<file path="config.mk">
export PLATFORM = sky130hd
export DESIGN_NAME = burst_power_ctrl
export DESIGN_NICKNAME = d
export VERILOG_FILES = /design/src/hdl/burst_power_pkg.sv /design/src/hdl/serial_reg_if.sv /design/src/hdl/burst_power_ctrl.sv /design/src/hdl/pin_sync.sv /design/src/hdl/serial_port_slave.sv
export SDC_FILE = /design/constraint.sdc
export NUM_CORES = 1
export LEC_CHECK = 0
export BUFFER_PORTS_ARGS = -buffer_cell sky130_fd_sc_hd__buf_2
export CAP_MARGIN = 20
export CORE_ASPECT_RATIO = 1.75
export CORE_MARGIN = 1
export CORE_UTILIZATION = 62
export CTS_CLUSTER_DIAMETER = 100
export DETAILED_ROUTE_END_ITERATION = 7
export GPL_TIMING_DRIVEN = 0
export PLACE_DENSITY = 0.95
export SETUP_SLACK_MARGIN = 0.3
export SYNTH_ARGS = -nofsm -noshare
export SYNTH_HDL_FRONTEND = slang
export SYNTH_HIERARCHICAL = 1
export SYNTH_SLANG_ARGS = --single-unit
</file>
<file path="constraint.sdc">
create_clock -name clk_i -period 3.2 [get_ports clk_i]
set_input_delay 0.48 -clock clk_i [delete_from_list [all_inputs] [get_ports clk_i]]
set_output_delay 0.48 -clock clk_i [all_outputs]
set_load 0.01 [all_outputs]
</file>
<file path="src/hdl/burst_power_pkg.sv">
// Constants, register map, strap defaults and state types of the burst
// power, reset and test controller.
// Assumes a single 10 MHz system clock; every strap, enable, clock and serial pin and tx_port_i is synchronised first.
// Functional notes
// - Transmit power-down waits a 5-bit count of transmit clocks, default 31.
// - Filter is fed midscale samples before transmit power-down while clock runs.
// - Rising transmit enable powers transmit path up at once, within 0.5 us.
// - Half-duplex register bit 2 picks transmit or receive enable for receive power.
// - Default with config strap low: transmit enable low powers receive up, high powers it down; config strap high selects receive enable.
// - Receive enable selected: its rise powers receive up, its fall down.
// - Bit 1 clear disables fast transmit power-down, bit 0 fast receive.
// - Bias register fields 7:5, 4:3, 2:0; resets to zero.
// - Converter low-power bit 4 forces converter bias code 011.
// - Mode strap low selects half-duplex, high selects full-duplex.
// - Half-duplex register default derives from mode and configuration straps; the others reset to zero.
// - Serial select strapped high leaves device on strap defaults only.
// - Hardware reset or writing bit 5 of register 0x00 restores defaults.
// - Calibration starts on hardware reset release, never on software reset.
// - No reset clears the transmit interpolation filter contents.
// - Registers return to defaults on the first clock edge with hardware reset asserted.
// - Test bit 7 routes converter output into transmit path before filter.
// - Test bit 6 loops 6-bit transmit port back onto receive port.
// - Test bit 5 places receive port in high impedance.
// - Burst power controls act only with half-duplex interface selected.
// - Falling transmit enable starts delay, then power-down within 100 ns.
package burst_power_pkg;
	localparam int CLK_PERIOD_NS = 100;
	localparam int TX_UP_MAX_NS = 500;
	localparam int TX_UP_MAX_CYC = TX_UP_MAX_NS / CLK_PERIOD_NS;
	localparam int RX_UP_MAX_NS = 2000;
	localparam int RX_UP_MAX_CYC = RX_UP_MAX_NS / CLK_PERIOD_NS;
	localparam int TX_DOWN_MAX_NS = 100;
	localparam int TX_DOWN_MAX_CYC = TX_DOWN_MAX_NS / CLK_PERIOD_NS;
	localparam int HW_RESET_MIN_NS = 50;
	localparam int HW_RESET_MIN_CYC =
		(HW_RESET_MIN_NS + CLK_PERIOD_NS - 1) / CLK_PERIOD_NS;

	localparam logic [6:0] ADDR_SOFT_RESET = 7'h00;
	localparam logic [6:0] ADDR_HALF_DUPLEX = 7'h03;
	localparam logic [6:0] ADDR_CONV_LOW = 7'h07;
	localparam logic [6:0] ADDR_TEST = 7'h0D;
	localparam logic [6:0] ADDR_BIAS = 7'h13;

	localparam int SOFT_RESET_BIT = 5;
	localparam int TX_DELAY_MSB = 7;
	localparam int TX_DELAY_LSB = 3;
	localparam int RX_VIA_TX_BIT = 2;
	localparam int TX_PD_EN_BIT = 1;
	localparam int RX_PD_EN_BIT = 0;
	localparam int CONV_LOW_BIT = 4;
	localparam int ANALOG_LB_BIT = 7;
	localparam int DIGITAL_LB_BIT = 6;
	localparam int RX_TRISTATE_BIT = 5;
	localparam int FIRST_BIAS_MSB = 7;
	localparam int FIRST_BIAS_LSB = 5;
	localparam int SECOND_BIAS_MSB = 4;
	localparam int SECOND_BIAS_LSB = 3;
	localparam int CONV_BIAS_MSB = 2;
	localparam int CONV_BIAS_LSB = 0;

	localparam logic [7:0] HDP_RST_HALF = 8'hFF;
	localparam logic [7:0] HDP_RST_HALF_ALT = 8'hFB;
	localparam logic [7:0] HDP_RST_FULL = 8'h00;
	localparam logic [7:0] CONV_LOW_RST = 8'h00;
	localparam logic [7:0] TEST_RST = 8'h00;
	localparam logic [7:0] BIAS_RST = 8'h00;

	localparam logic [2:0] CONV_LOW_CODE = 3'h3;
	localparam logic [5:0] FLUSH_CYCLES = 6'h21;
	localparam logic [9:0] MIDSCALE = 10'h200;
	localparam logic [4:0] SPI_ADDR_LAST = 5'h07;
	localparam logic [4:0] SPI_FRAME_LAST = 5'h0F;
	localparam logic [4:0] SPI_FRAME_BITS = 5'h10;

	typedef enum logic [1:0] {TX_ON, TX_WAIT, TX_OFF} tx_state_e;

	// Strap-chosen default of the half-duplex power register
	function automatic logic [7:0] hdp_default(input logic mode,
		input logic config_pin);
		if (mode)
			hdp_default = HDP_RST_FULL;
		else if (config_pin)
			hdp_default = HDP_RST_HALF_ALT;
		else
			hdp_default = HDP_RST_HALF;
	endfunction : hdp_default
endpackage : burst_power_pkg

</file>
<file path="src/hdl/serial_reg_if.sv">
// Register access bundle between the serial port slave and the register file.
// Assumes both ends run on the same system clock.
`timescale 1ns/1ps
interface serial_reg_if;
	logic wr_stb;
	logic [6:0] addr;
	logic [7:0] wdata;
	logic [7:0] rdata;
	modport slave (output wr_stb, output addr, output wdata, input rdata);
	modport regs (input wr_stb, input addr, input wdata, output rdata);
endinterface : serial_reg_if

</file>
<file path="src/hdl/burst_power_ctrl.sv">
// Burst power sequencing, strap defaults, resets, bias and test modes.
// Assumes rst_n_i is the hardware reset pin already timed to clk_i, and
// that the strap, enable, sample clock, serial and tx_port_i pins are asynchronous and are synchronised here.
`timescale 1ns/1ps
module burst_power_ctrl
	import burst_power_pkg::*;
(
	input wire logic clk_i,
	input wire logic rst_n_i,
	input wire logic mode_strap_i,
	input wire logic config_strap_i,
	input wire logic transmit_burst_enable_i,
	input wire logic receive_burst_enable_i,
	input wire logic transmit_sample_clock_i,
	input wire logic serial_port_select_n_i,
	input wire logic serial_clock_i,
	input wire logic serial_data_i,
	output logic serial_data_o,
	output logic serial_data_oe_o,
	input wire logic [5:0] tx_port_i,
	input wire logic [5:0] rx_word_i,
	input wire logic [9:0] tx_word_i,
	input wire logic [9:0] converter_data_i,
	output logic [5:0] rx_port_o,
	output logic rx_port_oe_o,
	output logic [9:0] filter_in_o,
	output logic filter_flush_o,
	output logic full_duplex_o,
	output logic tx_analog_power_on_o,
	output logic tx_filter_power_on_o,
	output logic rx_power_on_o,
	output logic calibration_start_o,
	output logic [2:0] first_gain_amplifier_bias_o,
	output logic [1:0] second_gain_amplifier_bias_o,
	output logic [2:0] converter_bias_o
);
	localparam int NPIN = 8;
	logic [NPIN-1:0] pin_lvl;
	logic [NPIN-1:0] pin_rise;
	logic [NPIN-1:0] pin_fall;
	logic [5:0] tx_port_s;
	logic transmit_burst_enable_s;
	logic receive_burst_enable_s;
	logic transmit_sample_clock_rise;
	logic transmit_burst_enable_rise;
	logic transmit_burst_enable_fall;
	logic sel_n_s;
	logic mode_s;
	logic config_s;

	logic mode_q;
	logic soft_rst_q;
	logic rst_seen_q;
	logic cal_start_q;
	logic [7:0] hdp_q;
	logic [7:0] conv_low_q;
	logic [7:0] test_q;
	logic [7:0] bias_q;

	tx_state_e tx_state_q;
	tx_state_e tx_state_d;
	logic [4:0] delay_cnt_q;
	logic [4:0] delay_cnt_d;
	logic [5:0] flush_cnt_q;
	logic flushing_q;
	logic tx_analog_on_q;
	logic tx_filter_on_q;
	logic rx_on_q;
	logic [5:0] rx_port_q;
	logic rx_port_oe_q;
	logic [9:0] filter_in_q;
	logic [2:0] first_bias_q;
	logic [1:0] second_bias_q;
	logic [2:0] conv_bias_q;

	logic half_duplex;
	logic tx_pd_en;
	logic rx_pd_en;
	logic [4:0] tx_delay;

	serial_reg_if reg_bus ();

	pin_sync #(.W(NPIN)) u_pin_sync (
		.clk_i(clk_i),
		.rst_n_i(rst_n_i),
		.pin_i({transmit_sample_clock_i, transmit_burst_enable_i,
			receive_burst_enable_i, serial_port_select_n_i,
			serial_clock_i, serial_data_i, mode_strap_i, config_strap_i}),
		.level_o(pin_lvl),
		.rise_o(pin_rise),
		.fall_o(pin_fall)
	);

	pin_sync #(.W(6)) u_tx_port_sync (
		.clk_i(clk_i),
		.rst_n_i(rst_n_i),
		.pin_i(tx_port_i),
		.level_o(tx_port_s),
		.rise_o(),
		.fall_o()
	);

	assign transmit_sample_clock_rise = pin_rise[7];
	assign transmit_burst_enable_s = pin_lvl[6];
	assign transmit_burst_enable_rise = pin_rise[6];
	assign transmit_burst_enable_fall = pin_fall[6];
	assign receive_burst_enable_s = pin_lvl[5];
	assign sel_n_s = pin_lvl[4];
	assign mode_s = pin_lvl[1];
	assign config_s = pin_lvl[0];

	// Select held high keeps every frame out, so straps alone
	serial_port_slave u_serial (
		.clk_i(clk_i),
		.rst_n_i(rst_n_i),
		.select_n_i(sel_n_s),
		.sclk_rise_i(pin_rise[3]),
		.sclk_fall_i(pin_fall[3]),
		.sdio_i(pin_lvl[2]),
		.sdio_o(serial_data_o),
		.sdio_oe_o(serial_data_oe_o),
		.bus(reg_bus.slave)
	);

	// Interface choice is latched under reset so a moving strap cannot
	// change the data port mid-burst
	always_ff @(posedge clk_i)
	begin
		if (!rst_n_i || soft_rst_q)
			mode_q <= mode_s;
	end

	always_ff @(posedge clk_i)
	begin
		if (!rst_n_i)
			soft_rst_q <= 1'b0;
		else
			soft_rst_q <= reg_bus.wr_stb
				&& reg_bus.addr == ADDR_SOFT_RESET
				&& reg_bus.wdata[SOFT_RESET_BIT];
	end

	// Only the hardware reset release launches calibration
	always_ff @(posedge clk_i)
	begin
		if (!rst_n_i)
		begin
			rst_seen_q <= 1'b0;
			cal_start_q <= 1'b0;
		end
		else
		begin
			rst_seen_q <= 1'b1;
			cal_start_q <= !rst_seen_q;
		end
	end

	// Reset takes effect on the first edge with rst_n_i low
	always_ff @(posedge clk_i)
	begin
		if (!rst_n_i || soft_rst_q)
		begin
			hdp_q <= hdp_default(mode_s, config_s);
			conv_low_q <= CONV_LOW_RST;
			test_q <= TEST_RST;
			bias_q <= BIAS_RST;
		end
		else if (reg_bus.wr_stb)
		begin
			case (reg_bus.addr)
				ADDR_HALF_DUPLEX: hdp_q <= reg_bus.wdata;
				ADDR_CONV_LOW: conv_low_q <= reg_bus.wdata;
				ADDR_TEST: test_q <= reg_bus.wdata;
				ADDR_BIAS: bias_q <= reg_bus.wdata;
				default: ;
			endcase
		end
	end

	always_comb
	begin
		case (reg_bus.addr)
			ADDR_HALF_DUPLEX: reg_bus.rdata = hdp_q;
			ADDR_CONV_LOW: reg_bus.rdata = conv_low_q;
			ADDR_TEST: reg_bus.rdata = test_q;
			ADDR_BIAS: reg_bus.rdata = bias_q;
			default: reg_bus.rdata = 8'h00;
		endcase
	end

	assign half_duplex = !mode_q;
	assign tx_pd_en = half_duplex && hdp_q[TX_PD_EN_BIT];
	assign rx_pd_en = half_duplex && hdp_q[RX_PD_EN_BIT];
	assign tx_delay = hdp_q[TX_DELAY_MSB:TX_DELAY_LSB];

	always_comb
	begin
		tx_state_d = tx_state_q;
		delay_cnt_d = delay_cnt_q;
		case (tx_state_q)
			TX_ON:
			begin
				if (tx_pd_en && transmit_burst_enable_fall)
				begin
					delay_cnt_d = 5'h0;
					tx_state_d = (tx_delay == 5'h0) ? TX_OFF : TX_WAIT;
				end
			end
			TX_WAIT:
			begin
				if (!tx_pd_en || transmit_burst_enable_rise)
					tx_state_d = TX_ON;
				else if (transmit_sample_clock_rise)
				begin
					delay_cnt_d = delay_cnt_q + 5'h1;
					if (delay_cnt_q == tx_delay - 5'h1)
						tx_state_d = TX_OFF;
				end
			end
			TX_OFF:
			begin
				if (!tx_pd_en || transmit_burst_enable_rise)
					tx_state_d = TX_ON;
			end
			default: tx_state_d = TX_ON;
		endcase
	end

	always_ff @(posedge clk_i)
	begin
		if (!rst_n_i)
		begin
			tx_state_q <= TX_ON;
			delay_cnt_q <= '0;
			tx_analog_on_q <= 1'b1;
		end
		else
		begin
			tx_state_q <= tx_state_d;
			delay_cnt_q <= delay_cnt_d;
			tx_analog_on_q <= tx_state_d != TX_OFF;
		end
	end

	// Flush counts transmit clocks from the falling enable; a clock that
	// stops early leaves the flush unfinished and the filter stays powered
	always_ff @(posedge clk_i)
	begin
		if (!rst_n_i)
		begin
			flush_cnt_q <= FLUSH_CYCLES;
			flushing_q <= 1'b0;
		end
		else if (transmit_burst_enable_s || !tx_pd_en)
		begin
			flush_cnt_q <= transmit_burst_enable_s ? 6'h00 : FLUSH_CYCLES;
			flushing_q <= 1'b0;
		end
		else if (transmit_sample_clock_rise && flush_cnt_q != FLUSH_CYCLES)
		begin
			flush_cnt_q <= flush_cnt_q + 6'h1;
			flushing_q <= flush_cnt_q != FLUSH_CYCLES - 6'h1;
		end
		else
			flushing_q <= flush_cnt_q != FLUSH_CYCLES;
	end

	always_ff @(posedge clk_i)
	begin
		if (!rst_n_i)
			tx_filter_on_q <= 1'b1;
		else
			tx_filter_on_q <= !(tx_state_d == TX_OFF
				&& flush_cnt_q == FLUSH_CYCLES);
	end

	always_ff @(posedge clk_i)
	begin
		if (!rst_n_i)
			rx_on_q <= 1'b1;
		else if (!rx_pd_en)
			rx_on_q <= 1'b1;
		else if (hdp_q[RX_VIA_TX_BIT])
			rx_on_q <= !transmit_burst_enable_s;
		else
			rx_on_q <= receive_burst_enable_s;
	end

	// Filter feed has no reset so stored samples survive either reset
	always_ff @(posedge clk_i)
	begin
		if (flushing_q)
			filter_in_q <= MIDSCALE;
		else if (test_q[ANALOG_LB_BIT])
			filter_in_q <= converter_data_i;
		else
			filter_in_q <= tx_word_i;
	end

	always_ff @(posedge clk_i)
	begin
		if (!rst_n_i)
		begin
			rx_port_q <= '0;
			rx_port_oe_q <= 1'b0;
		end
		else
		begin
			rx_port_q <= test_q[DIGITAL_LB_BIT] ? tx_port_s : rx_word_i;
			rx_port_oe_q <= !test_q[RX_TRISTATE_BIT];
		end
	end

	always_ff @(posedge clk_i)
	begin
		if (!rst_n_i)
		begin
			first_bias_q <= '0;
			second_bias_q <= '0;
			conv_bias_q <= '0;
		end
		else
		begin
			first_bias_q <= bias_q[FIRST_BIAS_MSB:FIRST_BIAS_LSB];
			second_bias_q <= bias_q[SECOND_BIAS_MSB:SECOND_BIAS_LSB];
			conv_bias_q <= conv_low_q[CONV_LOW_BIT] ? CONV_LOW_CODE
				: bias_q[CONV_BIAS_MSB:CONV_BIAS_LSB];
		end
	end

	assign rx_port_o = rx_port_q;
	assign rx_port_oe_o = rx_port_oe_q;
	assign filter_in_o = filter_in_q;
	assign filter_flush_o = flushing_q;
	assign full_duplex_o = mode_q;
	assign tx_analog_power_on_o = tx_analog_on_q;
	assign tx_filter_power_on_o = tx_filter_on_q;
	assign rx_power_on_o = rx_on_q;
	assign calibration_start_o = cal_start_q;
	assign first_gain_amplifier_bias_o = first_bias_q;
	assign second_gain_amplifier_bias_o = second_bias_q;
	assign converter_bias_o = conv_bias_q;
endmodule : burst_power_ctrl

</file>
<file path="src/hdl/pin_sync.sv">
// Two-flop synchroniser with edge pulses for a group of pin inputs.
// Assumes pins are asynchronous to clk_i; edges come from the second flop.
`timescale 1ns/1ps
module pin_sync #(
	parameter int W = 1
) (
	input wire logic clk_i,
	input wire logic rst_n_i,
	input wire logic [W-1:0] pin_i,
	output logic [W-1:0] level_o,
	output logic [W-1:0] rise_o,
	output logic [W-1:0] fall_o
);
	logic [W-1:0] meta_q;
	logic [W-1:0] sync_q;
	logic [W-1:0] last_q;

	// Synchroniser runs through reset so straps are settled when captured
	always_ff @(posedge clk_i)
	begin
		meta_q <= pin_i;
		sync_q <= meta_q;
		last_q <= sync_q;
	end

	// History follows the pin in reset, so release shows no false edge
	assign level_o = sync_q;
	assign rise_o = sync_q & ~last_q & {W{rst_n_i}};
	assign fall_o = ~sync_q & last_q & {W{rst_n_i}};
endmodule : pin_sync

</file>
<file path="src/hdl/serial_port_slave.sv">
// Serial register port: 16-bit frames, read/write bit, 7-bit address, data.
// Assumes synchronised select, clock edges and data; the serial clock must
// stay well below a quarter of clk_i.
`timescale 1ns/1ps
module serial_port_slave
	import burst_power_pkg::*;
(
	input wire logic clk_i,
	input wire logic rst_n_i,
	input wire logic select_n_i,
	input wire logic sclk_rise_i,
	input wire logic sclk_fall_i,
	input wire logic sdio_i,
	output logic sdio_o,
	output logic sdio_oe_o,
	serial_reg_if.slave bus
);
	logic [4:0] cnt_q;
	logic [6:0] shift_q;
	logic rd_q;
	logic [6:0] addr_q;
	logic [7:0] wdata_q;
	logic wr_q;
	logic [7:0] out_q;
	logic oe_q;

	always_ff @(posedge clk_i)
	begin
		if (!rst_n_i || select_n_i)
		begin
			cnt_q <= '0;
			shift_q <= '0;
			wr_q <= 1'b0;
		end
		else if (sclk_rise_i && cnt_q < SPI_FRAME_BITS)
		begin
			shift_q <= {shift_q[5:0], sdio_i};
			cnt_q <= cnt_q + 5'h1;
			wr_q <= (cnt_q == SPI_FRAME_LAST) && !rd_q;
		end
		else
			wr_q <= 1'b0;
	end

	always_ff @(posedge clk_i)
	begin
		if (!rst_n_i)
		begin
			rd_q <= 1'b0;
			addr_q <= '0;
			wdata_q <= '0;
		end
		else if (!select_n_i && sclk_rise_i)
		begin
			if (cnt_q == SPI_ADDR_LAST)
			begin
				rd_q <= shift_q[6];
				addr_q <= {shift_q[5:0], sdio_i};
			end
			if (cnt_q == SPI_FRAME_LAST)
				wdata_q <= {shift_q[6:0], sdio_i};
		end
	end

	// Read data leaves on falling edges so the master samples on rising ones
	always_ff @(posedge clk_i)
	begin
		if (!rst_n_i || select_n_i)
		begin
			out_q <= '0;
			oe_q <= 1'b0;
		end
		else if (sclk_fall_i && rd_q)
		begin
			if (cnt_q == SPI_ADDR_LAST + 5'h1)
			begin
				out_q <= bus.rdata;
				oe_q <= 1'b1;
			end
			else if (cnt_q == SPI_FRAME_BITS)
				oe_q <= 1'b0;
			else
				out_q <= {out_q[6:0], 1'b0};
		end
	end

	assign bus.wr_stb = wr_q;
	assign bus.addr = addr_q;
	assign bus.wdata = wdata_q;
	assign sdio_o = out_q[7];
	assign sdio_oe_o = oe_q;
endmodule : serial_port_slave

</file>
==> qor.yml <==
status:
  outcome: "completed"
placement:
  place_area_um2: 6160
  dpl.hpwl_um: 9260
  place_congestion: 0.853
  io_buffers: 74
pwr:
  p_seq_share_pct: 47.4
  power.share.combinational_pct: 3.9
  power_frac_clock_pct: 48.7
  p_per_area_nw_per_um2: 599
  p_leak_nw: 2.64
  switchingPower_mw: 0.823
  intPower_mw: 3.22
  p_sw_share_pct: 20.4
  power_mw: 4.04
  irDropWorstVdd_mv: 0.736
timing:
  finClkSkew_ps: 8.65
  finalCriticalPeriod_ps: 2270
  timing.final.crit_share_pct: 70.9
  rsz0062_at_grt: "no"
  finalHoldViolations: 0
  final_max_slew_viol_count: 0
  slew_headroom_pct: 38.4
  setup_viol: 0
  max_slew.worst_pin.slew_ps: 914
  fin_tns_setup_ps: 0
  timing.fmax_mhz: 441
grt:
  grtUsageTotal_pct: 30.3
  grt_pass1_vias: 4431
  antenna_found_initial: 0
  grt_first_pass_wirelength_um: 21100
  grt-ovfl-total: 0
  grt_start_max_net_pins: 20
routing:
  post_drt_wl_per_cell_um: 17.9
  vias: 4440
  drtAntennaViolNets: 0
  drt_pass1_iterations: 5
  drt_iter0_markers: 268
  routed_wl_um: 13500
  drc: 0
  vias_per_cell: 5.88
layout:
  final_common_cell: "dfxtp_1"
  seq_area_um2: 3030
  multiInputGateArea_um2: 2440
  finalInstanceArea_um2: 6750
  utilization_pct: 77.4
  fill_cells: 524
  diodes: 0
  drive_gt1_share_pct: 19.3
  syn_to_final_growth_pct: 19.8
  final_cell_mix: "dfxtp_1 (138), buf_2 (81), mux2i_1 (64), nor2_1 (41), nand2_1 (28)"
  finalNetCount: 676
critical_path:
  crit_arrival_ps: 2590
  cp_data_required_time_ps: 3520
  crit_end: "u_serial/out_q[2]$_SDFFE_PP0P_"
  setup.worst_path.end_class: "flop"
  crit_type: "reg -> reg"
  rr_endpoint: "u_serial/out_q[2]$_SDFFE_PP0P_"
  reg2reg_depth: 6
  r2r_slack_ps: 930
  r2r_start: "u_serial/bus.addr[5]$_SDFFE_PN0P_"
  worstSetupStartpoint: "u_serial/bus.addr[5]$_SDFFE_PN0P_"
  startpoint_type: "flop"
  crit_fanout: 8
clocking:
  cts.sinks: 147
  clockBufferDepth: 2
  cts_resized: 0
  cts_tree: "done"
  htree_levels: 4
  cts.clk_slew.worst_paths_ps: 60
  cts_inserted_buffers: 17
  insertion_delay_ps: 420
  postCtsHoldBufs: 0
  cts_setup_buffers: 0
  cts_root_buffer: "clkbuf_16"
floorplanning:
  rows: 45
  die-area_um2: 9490
  die_w_um: 74.1
  start_util_pct: 64.6
  die_y_um: 128
  ios: 75
  core_um2: 8730
worst_hold_path:
  min_path_cells: 1
  hp-class: "in -> reg"
synthesis:
  syn_area_per_cell_um2: 10.6
  syn-num-nets: 583
  synth_area_um2: 5640
  syn_inst: 533
  ys_warn_count: 6
flow_run:
  max-cap-violations: 0
==> cell type report <==
cell class,count,share of cell area [%]
clock buffers,21,6.82
well taps,117,2.17
multi-input cells,345,36.1
repair buffers,74,5.48
plain buffers,28,1.85
clock inverters,10,1.96
inverters,13,0.723
flip-flops and latches,147,44.9
==> how the worst min path moves through the flow <==
stage                                            start                                to  slack, ps
after global placement    u_pin_sync/meta_q[4]$_DFF_P_     u_pin_sync/level_o[4]$_DFF_P_        310
after floorplan           u_pin_sync/meta_q[0]$_DFF_P_     u_pin_sync/level_o[0]$_DFF_P_        310
after global routing           transmit_sample_clock_i      u_pin_sync/meta_q[7]$_DFF_P_        140
after detailed placement  u_pin_sync/meta_q[7]$_DFF_P_     u_pin_sync/level_o[7]$_DFF_P_        310
after CTS                                serial_data_i      u_pin_sync/meta_q[2]$_DFF_P_        150
final                                     tx_port_i[5]  u_tx_port_sync/meta_q[5]$_DFF_P_        160
==> critical path, stage by stage, from the launching register on <==
cell	delay [ps]
dfxtp_1	340
nand4bb_1	330
nor4_2	730
a22oi_1	220
o21ai_0	180
mux2i_1	130
a211oi_1	260
==> stage by stage <==
step	hold WS (ps)	instances	setup WS (ps)
6_report	164	755	931
3_3_place_gp	311	724	855
3_5_place_dp	312	724	880
2_1_floorplan	310	533	1210
4_1_cts	147	755	976
5_1_grt	143	755	764
==> power by group through the flow <==
stage / logic (mW) / registers [mW] / clock network, mW
global route: 0.170 / 1.92 / 2.08
finish: 0.157 / 1.92 / 1.97
global placement: 0.144 / 1.95 / 0
floorplan: 0.0798 / 1.96 / 0
CTS: 0.156 / 1.92 / 1.99
detailed placement: 0.152 / 1.96 / 0
==> state kept, by name, summed over array words and instances (netlist names), 5 cells and up <==
name and flops:
filter_in_o 10, bias_q 8, conv_low_q 8, hdp_q 8, test_q 8, u_pin_sync/level_o 8
u_pin_sync/meta_q 8, u_serial/bus.wdata 8, u_serial/out_q 8, u_serial/bus.addr 7, u_serial/shift_q 7, flush_cnt_q 6
rx_port_o 6, u_tx_port_sync/level_o 6, u_tx_port_sync/meta_q 6, delay_cnt_q 5, u_serial/cnt_q 5
==> metal layers <==
metal,vias up,track usage (%),wire (um)
met5,-,0,0
met4,0,20.1,687
met3,60,9.59,624
met2,187,54.5,7540
met1,2138,27.7,4690
li1,2055,-,-
Note: power is estimated with default switching activity, not from simulation.
